$ cat config.mk
export PLATFORM = sky130hd
export DESIGN_NAME = bertc_top
export DESIGN_NICKNAME = d
export VERILOG_FILES = /design/src/bertc_pkg.sv /design/src/bertc_cfg_if.sv /design/src/bertc_sync.sv /design/src/bertc_gen.sv /design/src/bertc_top.sv
export VERILOG_INCLUDE_DIRS = /design/src
export SDC_FILE = /design/constraint.sdc
export NUM_CORES = 1
export LEC_CHECK = 0
export BUFFER_PORTS_ARGS = -buffer_cell sky130_fd_sc_hd__buf_2
export CAP_MARGIN = 15
export CORE_MARGIN = 1.5
export CORE_UTILIZATION = 40
export DETAILED_ROUTE_END_ITERATION = 10
export SLEW_MARGIN = 20
export SYNTH_ARGS = -nofsm -noshare
export SYNTH_HDL_FRONTEND = slang
export SYNTH_HIERARCHICAL = 1
export SYNTH_SLANG_ARGS = --single-unit
export TNS_END_PERCENT = 5
$ cat constraint.sdc
create_clock -name clk_sys -period 3.7 [get_ports clk_sys]
set_input_delay 0.74 -clock clk_sys [delete_from_list [all_inputs] [get_ports clk_sys]]
set_output_delay 0.74 -clock clk_sys [all_outputs]
set_load 0.01 [all_outputs]
$ cat src/bertc_regs.svh
// register offsets, field positions, reset values and counts of the bit error rate tester
`ifndef BERTC_REGS_SVH
`define BERTC_REGS_SVH

`define BERTC_OFF_CTRL 8'h80
`define BERTC_OFF_CFG_LO 8'h82
`define BERTC_OFF_CFG_HI 8'h83
`define BERTC_OFF_SEED0 8'h84
`define BERTC_OFF_SEED3 8'h87
`define BERTC_OFF_STATUS 8'h8c
`define BERTC_OFF_ERR0 8'h94
`define BERTC_OFF_ERR3 8'h97

`define BERTC_CTRL_MON 6
`define BERTC_CTRL_RXLD 5
`define BERTC_CTRL_RXINV 4
`define BERTC_CTRL_RESYNC 3
`define BERTC_CTRL_ARD 2
`define BERTC_CTRL_TXLD 1
`define BERTC_CTRL_TXINV 0
`define BERTC_CFG_QUASI_RANDOM_SELECT 6
`define BERTC_CFG_REP 5
`define BERTC_STAT_DONE 3
`define BERTC_STAT_BEC 1
`define BERTC_STAT_OOS 0

`define BERTC_CTRL_RST 7'h00
`define BERTC_CFG_LO_RST 7'h00
`define BERTC_CFG_HI_RST 5'h00
`define BERTC_SEED_RST 32'h00000000

`define BERTC_SYNC_LAST 6'h1f
`define BERTC_WIN_LAST 6'h3f
`define BERTC_WIN_ERR_LAST 3'h5
`define BERTC_QUASI_RANDOM_SELECT_ZRUN 4'he
`define BERTC_QUASI_RANDOM_SELECT_LEN 5'h13
`define BERTC_QUASI_RANDOM_SELECT_TAP 5'h10

`endif

$ cat src/bertc_pkg.sv
// types shared by the bit error rate tester modules
package bertc_pkg;
   typedef logic [7:0] bertc_byte_t;
   typedef enum {CHK_HUNT, CHK_LOCK} bertc_chk_e;
   typedef struct packed {
      logic quasi_random_select;
      logic rep;
      logic [4:0] len;
      logic [4:0] tap;
      logic [31:0] seed;
   } bertc_cfg_s;
endpackage : bertc_pkg

$ cat src/bertc_cfg_if.sv
// programmed pattern configuration carried from the register file to the generators
interface bertc_cfg_if;
   import bertc_pkg::*;
   bertc_cfg_s cfg;
   modport src (output cfg);
   modport dst (input cfg);
endinterface : bertc_cfg_if

$ cat src/bertc_sync.sv
// two flip-flop synchroniser for signals from outside the system clock domain
module bertc_sync #(
   parameter int W = 1
) (
   // clock and reset
   input wire logic clk_sys,
   input wire logic rst,
   // asynchronous in, synchronised out
   input wire logic [W-1:0] d,
   output logic [W-1:0] q
);
   if (W < 1)
   begin : g_bad_width
      $error("W must be at least one");
   end

   logic [W-1:0] meta;

   // meta feeds q and nothing else
   always_ff @(posedge clk_sys)
   begin
      if (rst)
      begin
         meta <= '0;
         q <= '0;
      end
      else
      begin
         meta <= d;
         q <= meta;
      end
   end
endmodule : bertc_sync

$ cat src/bertc_gen.sv
// two-tap polynomial or repetitive pattern generator, optionally tracking an input stream
`include "bertc_regs.svh"
module bertc_gen (
   // clock and reset
   input wire logic clk_sys,
   input wire logic rst,
   // programmed configuration
   bertc_cfg_if.dst cfg_port,
   // control
   input wire logic load,
   input wire logic step,
   input wire logic track,
   input wire logic track_bit,
   // next pattern bit
   output logic pred
);
   import bertc_pkg::*;

   logic [31:0] state;
   logic [3:0] zrun;
   logic quasi_random_select;
   logic rep;
   logic [4:0] len;
   logic [4:0] tap;
   logic [31:0] next_state;
   logic [3:0] next_zrun;
   logic next_quasi_random_select;
   logic next_rep;
   logic [4:0] next_len;
   logic [4:0] next_tap;
   logic [4:0] len_i;
   logic [4:0] tap_i;
   logic nb;
   logic in_bit;

   always_comb
   begin
      len_i = quasi_random_select ? `BERTC_QUASI_RANDOM_SELECT_LEN : len;
      tap_i = quasi_random_select ? `BERTC_QUASI_RANDOM_SELECT_TAP : tap;
      // repetitive feeds back stage n alone, polynomial adds the tap stage
      nb = (rep && !quasi_random_select) ? state[len_i] : (state[len_i] ^ state[tap_i]);
      pred = (quasi_random_select && zrun == `BERTC_QUASI_RANDOM_SELECT_ZRUN) ? 1'b1 : nb;
      in_bit = track ? track_bit : pred;
      next_state = state;
      next_zrun = zrun;
      next_quasi_random_select = quasi_random_select;
      next_rep = rep;
      next_len = len;
      next_tap = tap;
      if (load)
      begin
         next_state = cfg_port.cfg.seed;
         next_zrun = 4'h0;
         next_quasi_random_select = cfg_port.cfg.quasi_random_select;
         next_rep = cfg_port.cfg.rep;
         next_len = cfg_port.cfg.len;
         next_tap = cfg_port.cfg.tap;
      end
      else if (step)
      begin
         next_state = {state[30:0], in_bit};
         if (in_bit)
            next_zrun = 4'h0;
         else if (zrun != `BERTC_QUASI_RANDOM_SELECT_ZRUN)
            next_zrun = zrun + 4'h1;
      end
   end

   always_ff @(posedge clk_sys)
   begin
      if (rst)
      begin
         state <= 32'h00000000;
         zrun <= 4'h0;
         quasi_random_select <= 1'b0;
         rep <= 1'b0;
         len <= 5'h00;
         tap <= 5'h00;
      end
      else
      begin
         state <= next_state;
         zrun <= next_zrun;
         quasi_random_select <= next_quasi_random_select;
         rep <= next_rep;
         len <= next_len;
         tap <= next_tap;
      end
   end

   a_gen_seed_load: assert property (@(posedge clk_sys) disable iff (rst)
      load |=> state == $past(cfg_port.cfg.seed))
      else $error("generator did not take the seed on load");
   a_gen_shift_bit: assert property (@(posedge clk_sys) disable iff (rst)
      (step && !load) |=> (state[31:1] == $past(state[30:0])) && state[0] == $past(in_bit))
      else $error("generator did not shift in one bit per step");
endmodule : bertc_gen

$ cat src/bertc_top.sv
// bit error rate tester: registers, command edges, transmit generator and receive checker
//
// The implementer's own choice: strobed register access.
`include "bertc_regs.svh"
module bertc_top #(
   parameter int ERR_W = 32
) (
   // clock and reset
   input wire logic clk_sys,
   input wire logic rst,
   // register port
   input wire bertc_pkg::bertc_byte_t addr,
   input wire bertc_pkg::bertc_byte_t wdata,
   input wire logic wr,
   input wire logic rd,
   output bertc_pkg::bertc_byte_t rdata,
   // serial line
   input wire logic tx_line_clock,
   input wire logic rx_line_clock,
   input wire logic rx_data,
   output logic tx_data
);
   import bertc_pkg::*;

   if (ERR_W < 8 || ERR_W > 32)
   begin : g_bad_width
      $error("ERR_W must lie between 8 and 32");
   end

   // line signals: clocks are sampled, their rising edges become steps
   logic ls_tx_clk;
   logic ls_rx_clk;
   logic ls_rx_bit;
   logic tx_clk_prev;
   logic rx_clk_prev;
   logic tx_step;
   logic rx_step;

   bertc_sync #(.W(3)) u_sync (
      .clk_sys(clk_sys),
      .rst(rst),
      .d({tx_line_clock, rx_line_clock, rx_data}),
      .q({ls_tx_clk, ls_rx_clk, ls_rx_bit})
   );

   assign tx_step = ls_tx_clk && !tx_clk_prev;
   assign rx_step = ls_rx_clk && !rx_clk_prev;

   // software registers
   logic [6:0] ctrl;
   logic [6:0] ctrl_prev;
   logic [6:0] cfg_lo;
   logic [4:0] cfg_hi;
   logic [31:0] seed;
   logic [6:0] next_ctrl;
   logic [6:0] next_cfg_lo;
   logic [4:0] next_cfg_hi;
   logic [31:0] next_seed;
   logic [6:0] rise;

   always_comb
   begin
      next_ctrl = ctrl;
      next_cfg_lo = cfg_lo;
      next_cfg_hi = cfg_hi;
      next_seed = seed;
      if (wr)
      begin
         case (addr)
            // bit seven is kept at zero by software and not stored
            `BERTC_OFF_CTRL: next_ctrl = wdata[6:0];
            `BERTC_OFF_CFG_LO: next_cfg_lo = wdata[6:0];
            `BERTC_OFF_CFG_HI: next_cfg_hi = wdata[4:0];
            default:
            begin
               if (addr >= `BERTC_OFF_SEED0 && addr <= `BERTC_OFF_SEED3)
                  next_seed[8*addr[1:0] +: 8] = wdata;
            end
         endcase
      end
   end

   assign rise = ctrl & ~ctrl_prev;

   // configuration is sampled at the load step; it must hold still until then
   bertc_cfg_if u_cfg ();
   assign u_cfg.cfg = '{quasi_random_select: cfg_lo[`BERTC_CFG_QUASI_RANDOM_SELECT], rep: cfg_lo[`BERTC_CFG_REP],
                        len: cfg_lo[4:0], tap: cfg_hi, seed: seed};

   // command edges held pending until the line clock of their side ticks
   logic tx_ld_pend;
   logic rx_ld_pend;
   logic rs_pend;
   logic mon_pend;
   logic next_tx_ld_pend;
   logic next_rx_ld_pend;
   logic next_rs_pend;
   logic next_mon_pend;
   logic tx_ld_fire;
   logic rx_ld_fire;
   logic rs_fire;
   logic mon_fire;

   always_comb
   begin
      tx_ld_fire = tx_ld_pend && tx_step;
      rx_ld_fire = rx_ld_pend && rx_step;
      rs_fire = rs_pend && rx_step;
      mon_fire = mon_pend && rx_step;
      // a new edge wins over the step that consumes the old one
      next_tx_ld_pend = rise[`BERTC_CTRL_TXLD] || (tx_ld_pend && !tx_step);
      next_rx_ld_pend = rise[`BERTC_CTRL_RXLD] || (rx_ld_pend && !rx_step);
      next_rs_pend = rise[`BERTC_CTRL_RESYNC] || (rs_pend && !rx_step);
      next_mon_pend = rise[`BERTC_CTRL_MON] || (mon_pend && !rx_step);
   end

   always_ff @(posedge clk_sys)
   begin
      if (rst)
      begin
         ctrl <= `BERTC_CTRL_RST;
         ctrl_prev <= `BERTC_CTRL_RST;
         cfg_lo <= `BERTC_CFG_LO_RST;
         cfg_hi <= `BERTC_CFG_HI_RST;
         seed <= `BERTC_SEED_RST;
         tx_clk_prev <= 1'b0;
         rx_clk_prev <= 1'b0;
         tx_ld_pend <= 1'b0;
         rx_ld_pend <= 1'b0;
         rs_pend <= 1'b0;
         mon_pend <= 1'b0;
      end
      else
      begin
         ctrl <= next_ctrl;
         ctrl_prev <= ctrl;
         cfg_lo <= next_cfg_lo;
         cfg_hi <= next_cfg_hi;
         seed <= next_seed;
         tx_clk_prev <= ls_tx_clk;
         rx_clk_prev <= ls_rx_clk;
         tx_ld_pend <= next_tx_ld_pend;
         rx_ld_pend <= next_rx_ld_pend;
         rs_pend <= next_rs_pend;
         mon_pend <= next_mon_pend;
      end
   end

   // generators
   logic tx_pred;
   logic rx_pred;
   logic rx_in;
   bertc_chk_e chk;

   assign rx_in = ls_rx_bit ^ ctrl[`BERTC_CTRL_RXINV];

   bertc_gen u_tx_gen (
      .clk_sys(clk_sys),
      .rst(rst),
      .cfg_port(u_cfg.dst),
      .load(tx_ld_fire),
      .step(tx_step),
      .track(1'b0),
      .track_bit(1'b0),
      .pred(tx_pred)
   );

   // while hunting, the receiver shifts in the incoming stream to find the phase
   bertc_gen u_rx_gen (
      .clk_sys(clk_sys),
      .rst(rst),
      .cfg_port(u_cfg.dst),
      .load(rx_ld_fire),
      .step(rx_step),
      .track(chk == CHK_HUNT),
      .track_bit(rx_in),
      .pred(rx_pred)
   );

   // receive checker and counters
   logic [5:0] match_cnt;
   logic [5:0] win_cnt;
   logic [2:0] win_err;
   logic [ERR_W-1:0] err_cnt;
   logic [ERR_W-1:0] perf;
   logic done;
   logic mism;
   bertc_chk_e next_chk;
   logic [5:0] next_match_cnt;
   logic [5:0] next_win_cnt;
   logic [2:0] next_win_err;
   logic [ERR_W-1:0] next_err_cnt;
   logic [ERR_W-1:0] next_perf;
   logic next_done;
   logic bit_err;

   always_comb
   begin
      mism = rx_step && (rx_in != rx_pred);
      bit_err = mism && chk == CHK_LOCK;
      next_chk = chk;
      next_match_cnt = match_cnt;
      next_win_cnt = win_cnt;
      next_win_err = win_err;
      if (rx_ld_fire || rs_fire)
      begin
         next_chk = CHK_HUNT;
         next_match_cnt = 6'h00;
      end
      else if (rx_step)
      begin
         case (chk)
            CHK_HUNT:
            begin
               if (mism)
                  next_match_cnt = 6'h00;
               else if (match_cnt == `BERTC_SYNC_LAST)
               begin
                  next_chk = CHK_LOCK;
                  next_win_cnt = 6'h00;
                  next_win_err = 3'h0;
               end
               else
                  next_match_cnt = match_cnt + 6'h01;
            end
            CHK_LOCK:
            begin
               next_win_cnt = win_cnt + 6'h01;
               if (win_cnt == `BERTC_WIN_LAST)
                  next_win_err = {2'h0, mism};
               else if (mism)
                  next_win_err = win_err + 3'h1;
               // the disable bit only stops leaving lock on its own
               if (mism && win_err == `BERTC_WIN_ERR_LAST && !ctrl[`BERTC_CTRL_ARD])
               begin
                  next_chk = CHK_HUNT;
                  next_match_cnt = 6'h00;
               end
            end
            default: next_chk = CHK_HUNT;
         endcase
      end
      // restart to zero, or one when an error lands on the update step
      if (mon_fire)
         next_err_cnt = {{(ERR_W-1){1'b0}}, bit_err};
      else if (bit_err && err_cnt != {ERR_W{1'b1}})
         next_err_cnt = err_cnt + {{(ERR_W-1){1'b0}}, 1'b1};
      else
         next_err_cnt = err_cnt;
      next_perf = mon_fire ? err_cnt : perf;
      // done falls as soon as the request bit is low
      next_done = ctrl[`BERTC_CTRL_MON] && (done || mon_fire);
   end

   // transmit output and read data
   logic next_tx_data;
   bertc_byte_t next_rdata;
   logic [31:0] perf32;

   assign perf32 = 32'(perf);

   always_comb
   begin
      next_tx_data = tx_step ? (tx_pred ^ ctrl[`BERTC_CTRL_TXINV]) : tx_data;
      next_rdata = 8'h00;
      if (rd)
      begin
         case (addr)
            `BERTC_OFF_CTRL: next_rdata = {1'b0, ctrl};
            `BERTC_OFF_CFG_LO: next_rdata = {1'b0, cfg_lo};
            `BERTC_OFF_CFG_HI: next_rdata = {3'h0, cfg_hi};
            `BERTC_OFF_STATUS: next_rdata = {4'h0, done, 1'b0, err_cnt != '0, chk == CHK_HUNT};
            default:
            begin
               if (addr >= `BERTC_OFF_SEED0 && addr <= `BERTC_OFF_SEED3)
                  next_rdata = seed[8*addr[1:0] +: 8];
               else if (addr >= `BERTC_OFF_ERR0 && addr <= `BERTC_OFF_ERR3)
                  next_rdata = perf32[8*addr[1:0] +: 8];
            end
         endcase
      end
   end

   always_ff @(posedge clk_sys)
   begin
      if (rst)
      begin
         chk <= CHK_HUNT;
         match_cnt <= 6'h00;
         win_cnt <= 6'h00;
         win_err <= 3'h0;
         err_cnt <= '0;
         perf <= '0;
         done <= 1'b0;
         tx_data <= 1'b0;
         rdata <= 8'h00;
      end
      else
      begin
         chk <= next_chk;
         match_cnt <= next_match_cnt;
         win_cnt <= next_win_cnt;
         win_err <= next_win_err;
         err_cnt <= next_err_cnt;
         perf <= next_perf;
         done <= next_done;
         tx_data <= next_tx_data;
         rdata <= next_rdata;
      end
   end

   a_rx_load_oos: assert property (@(posedge clk_sys) disable iff (rst)
      rx_ld_fire |=> chk == CHK_HUNT && match_cnt == 6'h00)
      else $error("receive load left checker in lock");
   a_manual_resync_oos: assert property (@(posedge clk_sys) disable iff (rst)
      (rs_pend && rx_step) |=> chk == CHK_HUNT)
      else $error("manual resync left checker in lock");
   a_edge_pending: assert property (@(posedge clk_sys) disable iff (rst)
      $rose(ctrl[`BERTC_CTRL_RXLD]) |=> rx_ld_pend)
      else $error("receive load edge not held for the line clock");
   a_done_clear: assert property (@(posedge clk_sys) disable iff (rst)
      !ctrl[`BERTC_CTRL_MON] |=> !done)
      else $error("update done stayed high with request low");
   a_perf_copy: assert property (@(posedge clk_sys) disable iff (rst)
      mon_fire |=> perf == $past(err_cnt) && err_cnt <= 1 && done)
      else $error("update did not copy and restart the count");
   a_auto_hold: assert property (@(posedge clk_sys) disable iff (rst)
      (ctrl[`BERTC_CTRL_ARD] && chk == CHK_LOCK && !rx_ld_fire && !rs_fire)
      |=> chk == CHK_LOCK)
      else $error("checker left lock with auto resync disabled");
   a_auto_resync: assert property (@(posedge clk_sys) disable iff (rst)
      (bit_err && win_err == 3'h5 && win_cnt != 6'h3f && !ctrl[`BERTC_CTRL_ARD])
      |=> chk == CHK_HUNT)
      else $error("sixth window error did not resync");
   a_tx_invert: assert property (@(posedge clk_sys) disable iff (rst)
      tx_step |=> tx_data == ($past(tx_pred) ^ $past(ctrl[`BERTC_CTRL_TXINV])))
      else $error("transmit bit not inverted as programmed");
   a_rx_invert_err: assert property (@(posedge clk_sys) disable iff (rst)
      (rx_step && chk == CHK_LOCK && !mon_fire && err_cnt != {ERR_W{1'b1}}
       && ((ls_rx_bit ^ ctrl[`BERTC_CTRL_RXINV]) != rx_pred))
      |=> err_cnt == $past(err_cnt) + {{(ERR_W-1){1'b0}}, 1'b1})
      else $error("inverted receive mismatch not counted");
endmodule : bertc_top

After elaboration in Yosys (flattened, before gate mapping) --
Cells that the tools add are included.
Cells by class: reduce and logical (&&, ||, !) cells 60, equality and inequality tests 20, shift-type cells 4, $add $sub $neg 7, order comparisons 8, mux-type cells 47, bitwise operators 9
Operators by type and width (count):
- 32-bit two-way mux | 7
- 32-bit logical NOT | 2
- 32-bit case mux with 2 select lines | 1
- 32-bit by 6-bit indexed part select with 8-bit output | 2
- 5-bit negation with 34-bit output | 1
- 8-bit by 34-bit variable shift with 32-bit output (first input constant) | 1
- 8-bit by 34-bit indexed part select with 32-bit output | 1
- 32-bit by 1-bit adder with 32-bit output (second input constant) | 1
- 32-bit bitwise mux | 1
- 32-bit by 1-bit == test with 1-bit output (second input constant) | 1
- 32-bit by 2-bit == test with 1-bit output (second input constant) | 1
- 8-bit == test (second input constant) | 4
- 32-bit inequality test (second input constant) | 1
- 8-bit case mux with 4 select lines | 1
- 32-bit nonzero test | 1
- 6-bit two-way mux | 5
- 5-bit by 6-bit < comparator with 1-bit output (second input constant) | 4
- 6-bit case mux with 2 select lines | 2
- 1-bit logical AND | 22
- 1-bit binary-select mux with 5-bit select | 4
- 5-bit two-way mux | 4
- 8-bit >= comparator (second input constant) | 2
- 8-bit <= comparator (second input constant) | 2
- 4-bit two-way mux | 4
- 29 further kinds | 80
Storage, ports and cells: input port bits 23, output and inout port bits 9, bits in registers 287

Longest topological paths before layout --
depth in word-level cells 12, gate-level depth with buffers 15

Modules after synthesis --
Netlist, hierarchy kept.
By module, submodules not included:
- bertc_top | area each 7073.0 um^2, times used 1, cells each 823
- bertc_gen | area each 2920.3 um^2, times used 2, cells each 355
- bertc_sync | area each 157.7 um^2, times used 1, cells each 12

Worst setup path before layout --
OpenSTA, ideal clock, no wires.
kind register -> register, start point register u_rx_gen.tap[1], end point register win_err[0], path buffers 1, arrival time 3.121 ns, stages on the path, launching flop included 14, setup time 0.132 ns, slack 0.447 ns, clock period less this slack 3.253 ns, path through dfxtp_1 clkbuf_8 or3b_4 o22ai_1 nor2_1 a32o_1 a2bb2oi_2 xnor2_2 nand2b_1 xor3_1 a2111oi_4 o21ai_1 o31ai_1 a21oi_1
On the way: longest elaborated chain between the ends 10
Ends and longest elaborated chain:
- start: declaration | RTL line bertc_gen.sv:24 | logic [4:0] tap;
- start signal: assignment | RTL line bertc_gen.sv:87 | tap <= next_tap;
- 5-bit two-way mux (*) | RTL line bertc_gen.sv:39 | tap_i = quasi_random_select ? `BERTC_QUASI_RANDOM_SELECT_TAP : tap;
- 1-bit binary-select mux with 5-bit select (*) | RTL line bertc_gen.sv:41 | nb = (rep && !quasi_random_select) ? state[len_i] : (state[len_i] ^ state[tap_i]);
- 1-bit two-way mux (not written as such) (*) | RTL line bertc_gen.sv:41
- 1-bit bitwise XOR (*) | RTL line bertc_gen.sv:41
- 1-bit two-way mux (*) | RTL line bertc_gen.sv:41
- 1-bit two-way mux (*) | RTL line bertc_gen.sv:42 | pred = (quasi_random_select && zrun == `BERTC_QUASI_RANDOM_SELECT_ZRUN) ? 1'b1 : nb;
- named net rx_pred | RTL line bertc_top.sv:151 | logic rx_pred;
- 1-bit inequality test (*) | RTL line bertc_top.sv:199 | mism = rx_step && (rx_in != rx_pred);
- 1-bit logical AND (*) | RTL line bertc_top.sv:199
- 3-bit inequality test (no line), or another cell as far along
- 6-bit AND reduction (no line) / 3-bit case mux with 2 select lines (equally long branches)
- end signal: assignment | RTL line bertc_top.sv:303 | win_err <= next_win_err;
- end: declaration | RTL line bertc_top.sv:183 | logic [2:0] win_err;
Mark *: on every way through the listed nets, which the timed path passes. The rest lies on a longest branch. The select of a mux whose other input is x is not followed. A chain may end at the register's enable or synchronous reset.

Worst setup path in the final report --
start point register u_rx_gen.tap[2], end point register err_cnt[7]
On the way: longest elaborated chain between the ends 10
Ends and longest elaborated chain:
- 5-bit two-way mux | RTL line bertc_gen.sv:39
- 1-bit binary-select mux with 5-bit select | RTL line bertc_gen.sv:41
- 1-bit two-way mux (not written as such) | RTL line bertc_gen.sv:41
- 1-bit bitwise XOR | RTL line bertc_gen.sv:41
- 1-bit two-way mux | RTL line bertc_gen.sv:41
- 1-bit two-way mux | RTL line bertc_gen.sv:42
- named net rx_pred | RTL line bertc_top.sv:151
- 1-bit inequality test | RTL line bertc_top.sv:199
- 1-bit logical AND | RTL line bertc_top.sv:199
- 1-bit logical AND | RTL line bertc_top.sv:200 | bit_err = mism && chk == CHK_LOCK;
- 1-bit logical AND | RTL line bertc_top.sv:246 | else if (bit_err && err_cnt != {ERR_W{1'b1}})
- end signal: assignment | RTL line bertc_top.sv:304 | err_cnt <= next_err_cnt;
- end: declaration | RTL line bertc_top.sv:184 | logic [ERR_W-1:0] err_cnt;
The timed path passes the listed nets, and every way through them passes these cells. The select of a mux whose other input is x is not followed.

==> summary.txt <==
Run
  – Max-Cap Viols: 0

Clocking
  – CTS tree: done
  – Clk slew on worst S/H paths: 60 ps
  – Worst-skew pair later-pin latency: 540 ps
  – CTS H-tree lvls: 1
  – Worst-case clock buffer depth: 3
  – Clock sinks: 253
  – Root Driver: clkbuf_16
  – CTS Buf Count: 28

Critical path
  – Critical path arrival: 4000 ps
  – Max incr delay on CP: between 400 and 500 ps
  – Delay-heaviest family, CP: simple AND/OR/NAND/NOR gates
  – Setup CP Type: flip-flop to flip-flop
  – Highest fanout seen on the critical path: 7
  – CP Launch Point: u_rx_gen/tap[2]$_SDFFE_PP0P_
  – Worst Reg-to-Reg Cells: 13
  – Crit end category: flip-flop
  – R2R Setup Slk: 180 ps
  – Worst path slowest cell: dfxtp_1
  – Worst Path Buf+Inv: 1
  – Critical R2R Capture: err_cnt[7]$_SDFFE_PP0P_
  – R2r startpoint: u_rx_gen/tap[2]$_SDFFE_PP0P_
  – Worst EP required: 4180 ps
  – Crit start category: flip-flop
  – Crit path cell chain: or3b_4, o22ai_1, nor2_1, a32o_2, a2bb2oi_2, xnor2_2, nand2b_1, xor3_2, buf_4, nand3_4, or3_4, or4_1, nand2_1

Power and ir drop
  – Total power: 6000 uW
  – VDD IR max: 310 uV
  – Leakage: 0.00512 uW
  – Pwr dens: 410 nW/um^2

Synthesis
  – Mapped Area: around 13000 sq um
  – Yosys reg bits: 253
  – Register area share after synthesis: 38.7%
  – Synth Instances: ~1500
  – Area share of fa/ha/maj cells after synthesis: 1.34%
  – Mux cell area share after synthesis: 13.8%
  – Synthesized area per cell: 8.46 sq um
  – Asr flop ratio synth: 0%
  – Number of synthesized flops with an enable pin: 0
  – Synth Area in XOR/XNOR: ~1.1%
  – Unique cell type count in the Yosys netlist: 87
  – Synth Flop Type: dfxtp_1
  – Main combinational cell family by area after synthesis: simple AND/OR/NAND/NOR gates
  – Ys Warns: 6
  – Synth Area in Compound Gates: 17.1%
  – Simple-gate portion of the synthesized area: between 20% and 30%

Layout
  – Filler cells: 3257
  – Highest-count cells in the layout ignoring fill and taps: dfxtp_1 (251), nor2_1 (217), a21oi_1 (194)
  – Most common cell after layout, fill and taps aside: dfxtp_1
  – Final net count: approximately 1600
  – Fraction of layout cells with a size suffix above 1: 11.7%
  – Post-route cell area: 14600 sq um
  – Reg area: 5070 sq um
  – Fin cells: 2003
  – Area of the multi-input gates: 7400 sq um
  – Area delta synth->final: 11.8%

Route
  – Drc violations: 0
  – Per-cell routed wire length: 18.5 um
  – Total iterations of the first detailed-routing run: 5
  – Initial DRC Count: 1037
  – Via count: ~11000
  – Antenna Nets Post-Route: 0
  – Drt total wl: between 30 and 40 mm
  – Avg Vias per Cell: 5.62

Floorplanning
  – Die area: 33800 sq um
  – IO Pins: 32
  – Core footprint: 32400 sq um
  – Rows: 66
  – Die width: approximately 180 um
  – Starting Density: between 40% and 50%
  – Die height: 184 um

STA
  – Headroom to the max-slew limit: around 28%
  – Tightest Pin Transition: 1060 ps
  – RSZ-0062 raised after global routing: false
  – Worst hold margin: 414 ps
  – Final Hold Viols: 0
  – Time the worst path needs with I/O delays and setup: 3520 ps
  – Max-slew violations: 0
  – Setup tns final: 0 ps
  – Tcrit/Tclk final: 95.0%
  – Final setup fails: 0
  – Clock Skew: about 7.6 ps
  – Fmax: 284 MHz

Worst hold path
  – HP Start: tx_line_clock
  – Endpoint, Worst Hold: u_sync/meta[2]$_SDFF_PP0_
  – Hold depth: 2
  – Min-Delay Path Class: input port to flip-flop

Placement
  – DP Area: 13500 sq um
  – Routability cong.: 0.886
  – PortBufs: 31
  – Post-detail-place hpwl: 26.1 mm
  – Cells after DPL: just under 2000

Outcome
  – Status: completed

GRT
  – GRT Total Usage: between 20 and 25%
  – Grt ovf: 0
  – Largest net degree at the start of global routing: 88
  – Number of global-route vias before repair: 10500
  – Global-route wire length before repair: 58.8 mm
  – Initial antenna violation count: 1
[stage by stage]
stage	util [%]	setup WS [ps]
global placement	41.7	129
CTS	44.9	41.4
global route	45.2	5.59
floorplan	-	447
finish	45.2	184
detailed placement	41.7	80.1
[what timing repair did]
action                     4_1_cts  5_1_grt
buffers inserted                 0        2
hold buffers                     0        0
resized for setup                0       13
setup endpoints to repair        0       42
[per-layer routing]
layer | global-route usage (%) | share of wire, % | up-vias
met5 | 0 | 0 | -
met2 | 35.9 | 46 | 322
met1 | 29.2 | 45 | 5306
met3 | 2.81 | 5.1 | 91
li1 | - | - | 5546
met4 | 8.92 | 3.9 | 0
[power by group]
group / total, uW / internal, uW / leakage [uW] / switching, uW
Sequential: 2740 / 2730 / 0.00204 / 8.82
Combinational: 210 / 68.1 / 0.00256 / 141
Clock: 3050 / 1920 / 0.000522 / 1130
[registers in the layout, indices dropped and copies added (netlist names), 4 cells and up]
signal	cells
cfg_hi	5
cfg_lo	7
ctrl	7
ctrl_prev	4
err_cnt	32
match_cnt	6
perf	32
rdata	8
seed	32
u_rx_gen/len	5
u_rx_gen/state	32
u_rx_gen/tap	5
u_rx_gen/zrun	4
u_tx_gen/len	5
u_tx_gen/state	32
u_tx_gen/tap	5
u_tx_gen/zrun	4
win_cnt	6
[kinds of logic (layout without fill, tap and decap cells)]
logic type | after synthesis | count (layout)
simple gates | 620 | 620
compound gates | 356 | 356
flops | 253 | 253
mux | 159 | 159
buf+inv | 131 | 143
fa+ha+maj | 14 | 14
xor+xnor | 11 | 11
other cells | 1 | 5
[final cells by class]
type	count	area share (%)
tap	442	3.78
multi-input combinational	1164	50.6
clock buffer	41	6.03
timing repair buffer	65	3.13
sequential	253	34.7
inverter	26	0.668
antenna	1	0.0171
clock inverter	11	1.06
[worst max path at each step]
stage | endpoint | slack (ps) | cells after the start
6_report | err_cnt[7]$_SDFFE_PP0P_ | 180 | 13
5_1_grt | win_cnt[5]$_SDFFE_PP0P_ | 6 | 13
4_1_cts | err_cnt[25]$_SDFFE_PP0P_ | 40 | 12
3_5_place_dp | match_cnt[4]$_SDFFE_PP0P_ | 80 | 12
3_3_place_gp | err_cnt[25]$_SDFFE_PP0P_ | 130 | 12
2_1_floorplan | win_err[0]$_SDFFE_PP0P_ | 450 | 13
[cells in the mapped netlist (13+ instances only)]
cell	number	area [sq um]
clkbuf_1	63	236
nand4_1	19	119
dfxtp_1	253	5060
nor2_1	218	818
o21ai_1	17	85.1
nand2_1	164	616
o21ai_0	30	150
or4_1	16	120
a21oi_1	194	971
ha_1	14	175
o22ai_1	13	81.3
inv_1	26	97.6
buf_2	17	85.1
nand2b_1	17	106
nor2b_1	21	131
nand3_1	66	330
mux4_2	16	360
mux2i_1	135	1350
Note: power is estimated with default switching activity, not from simulation.
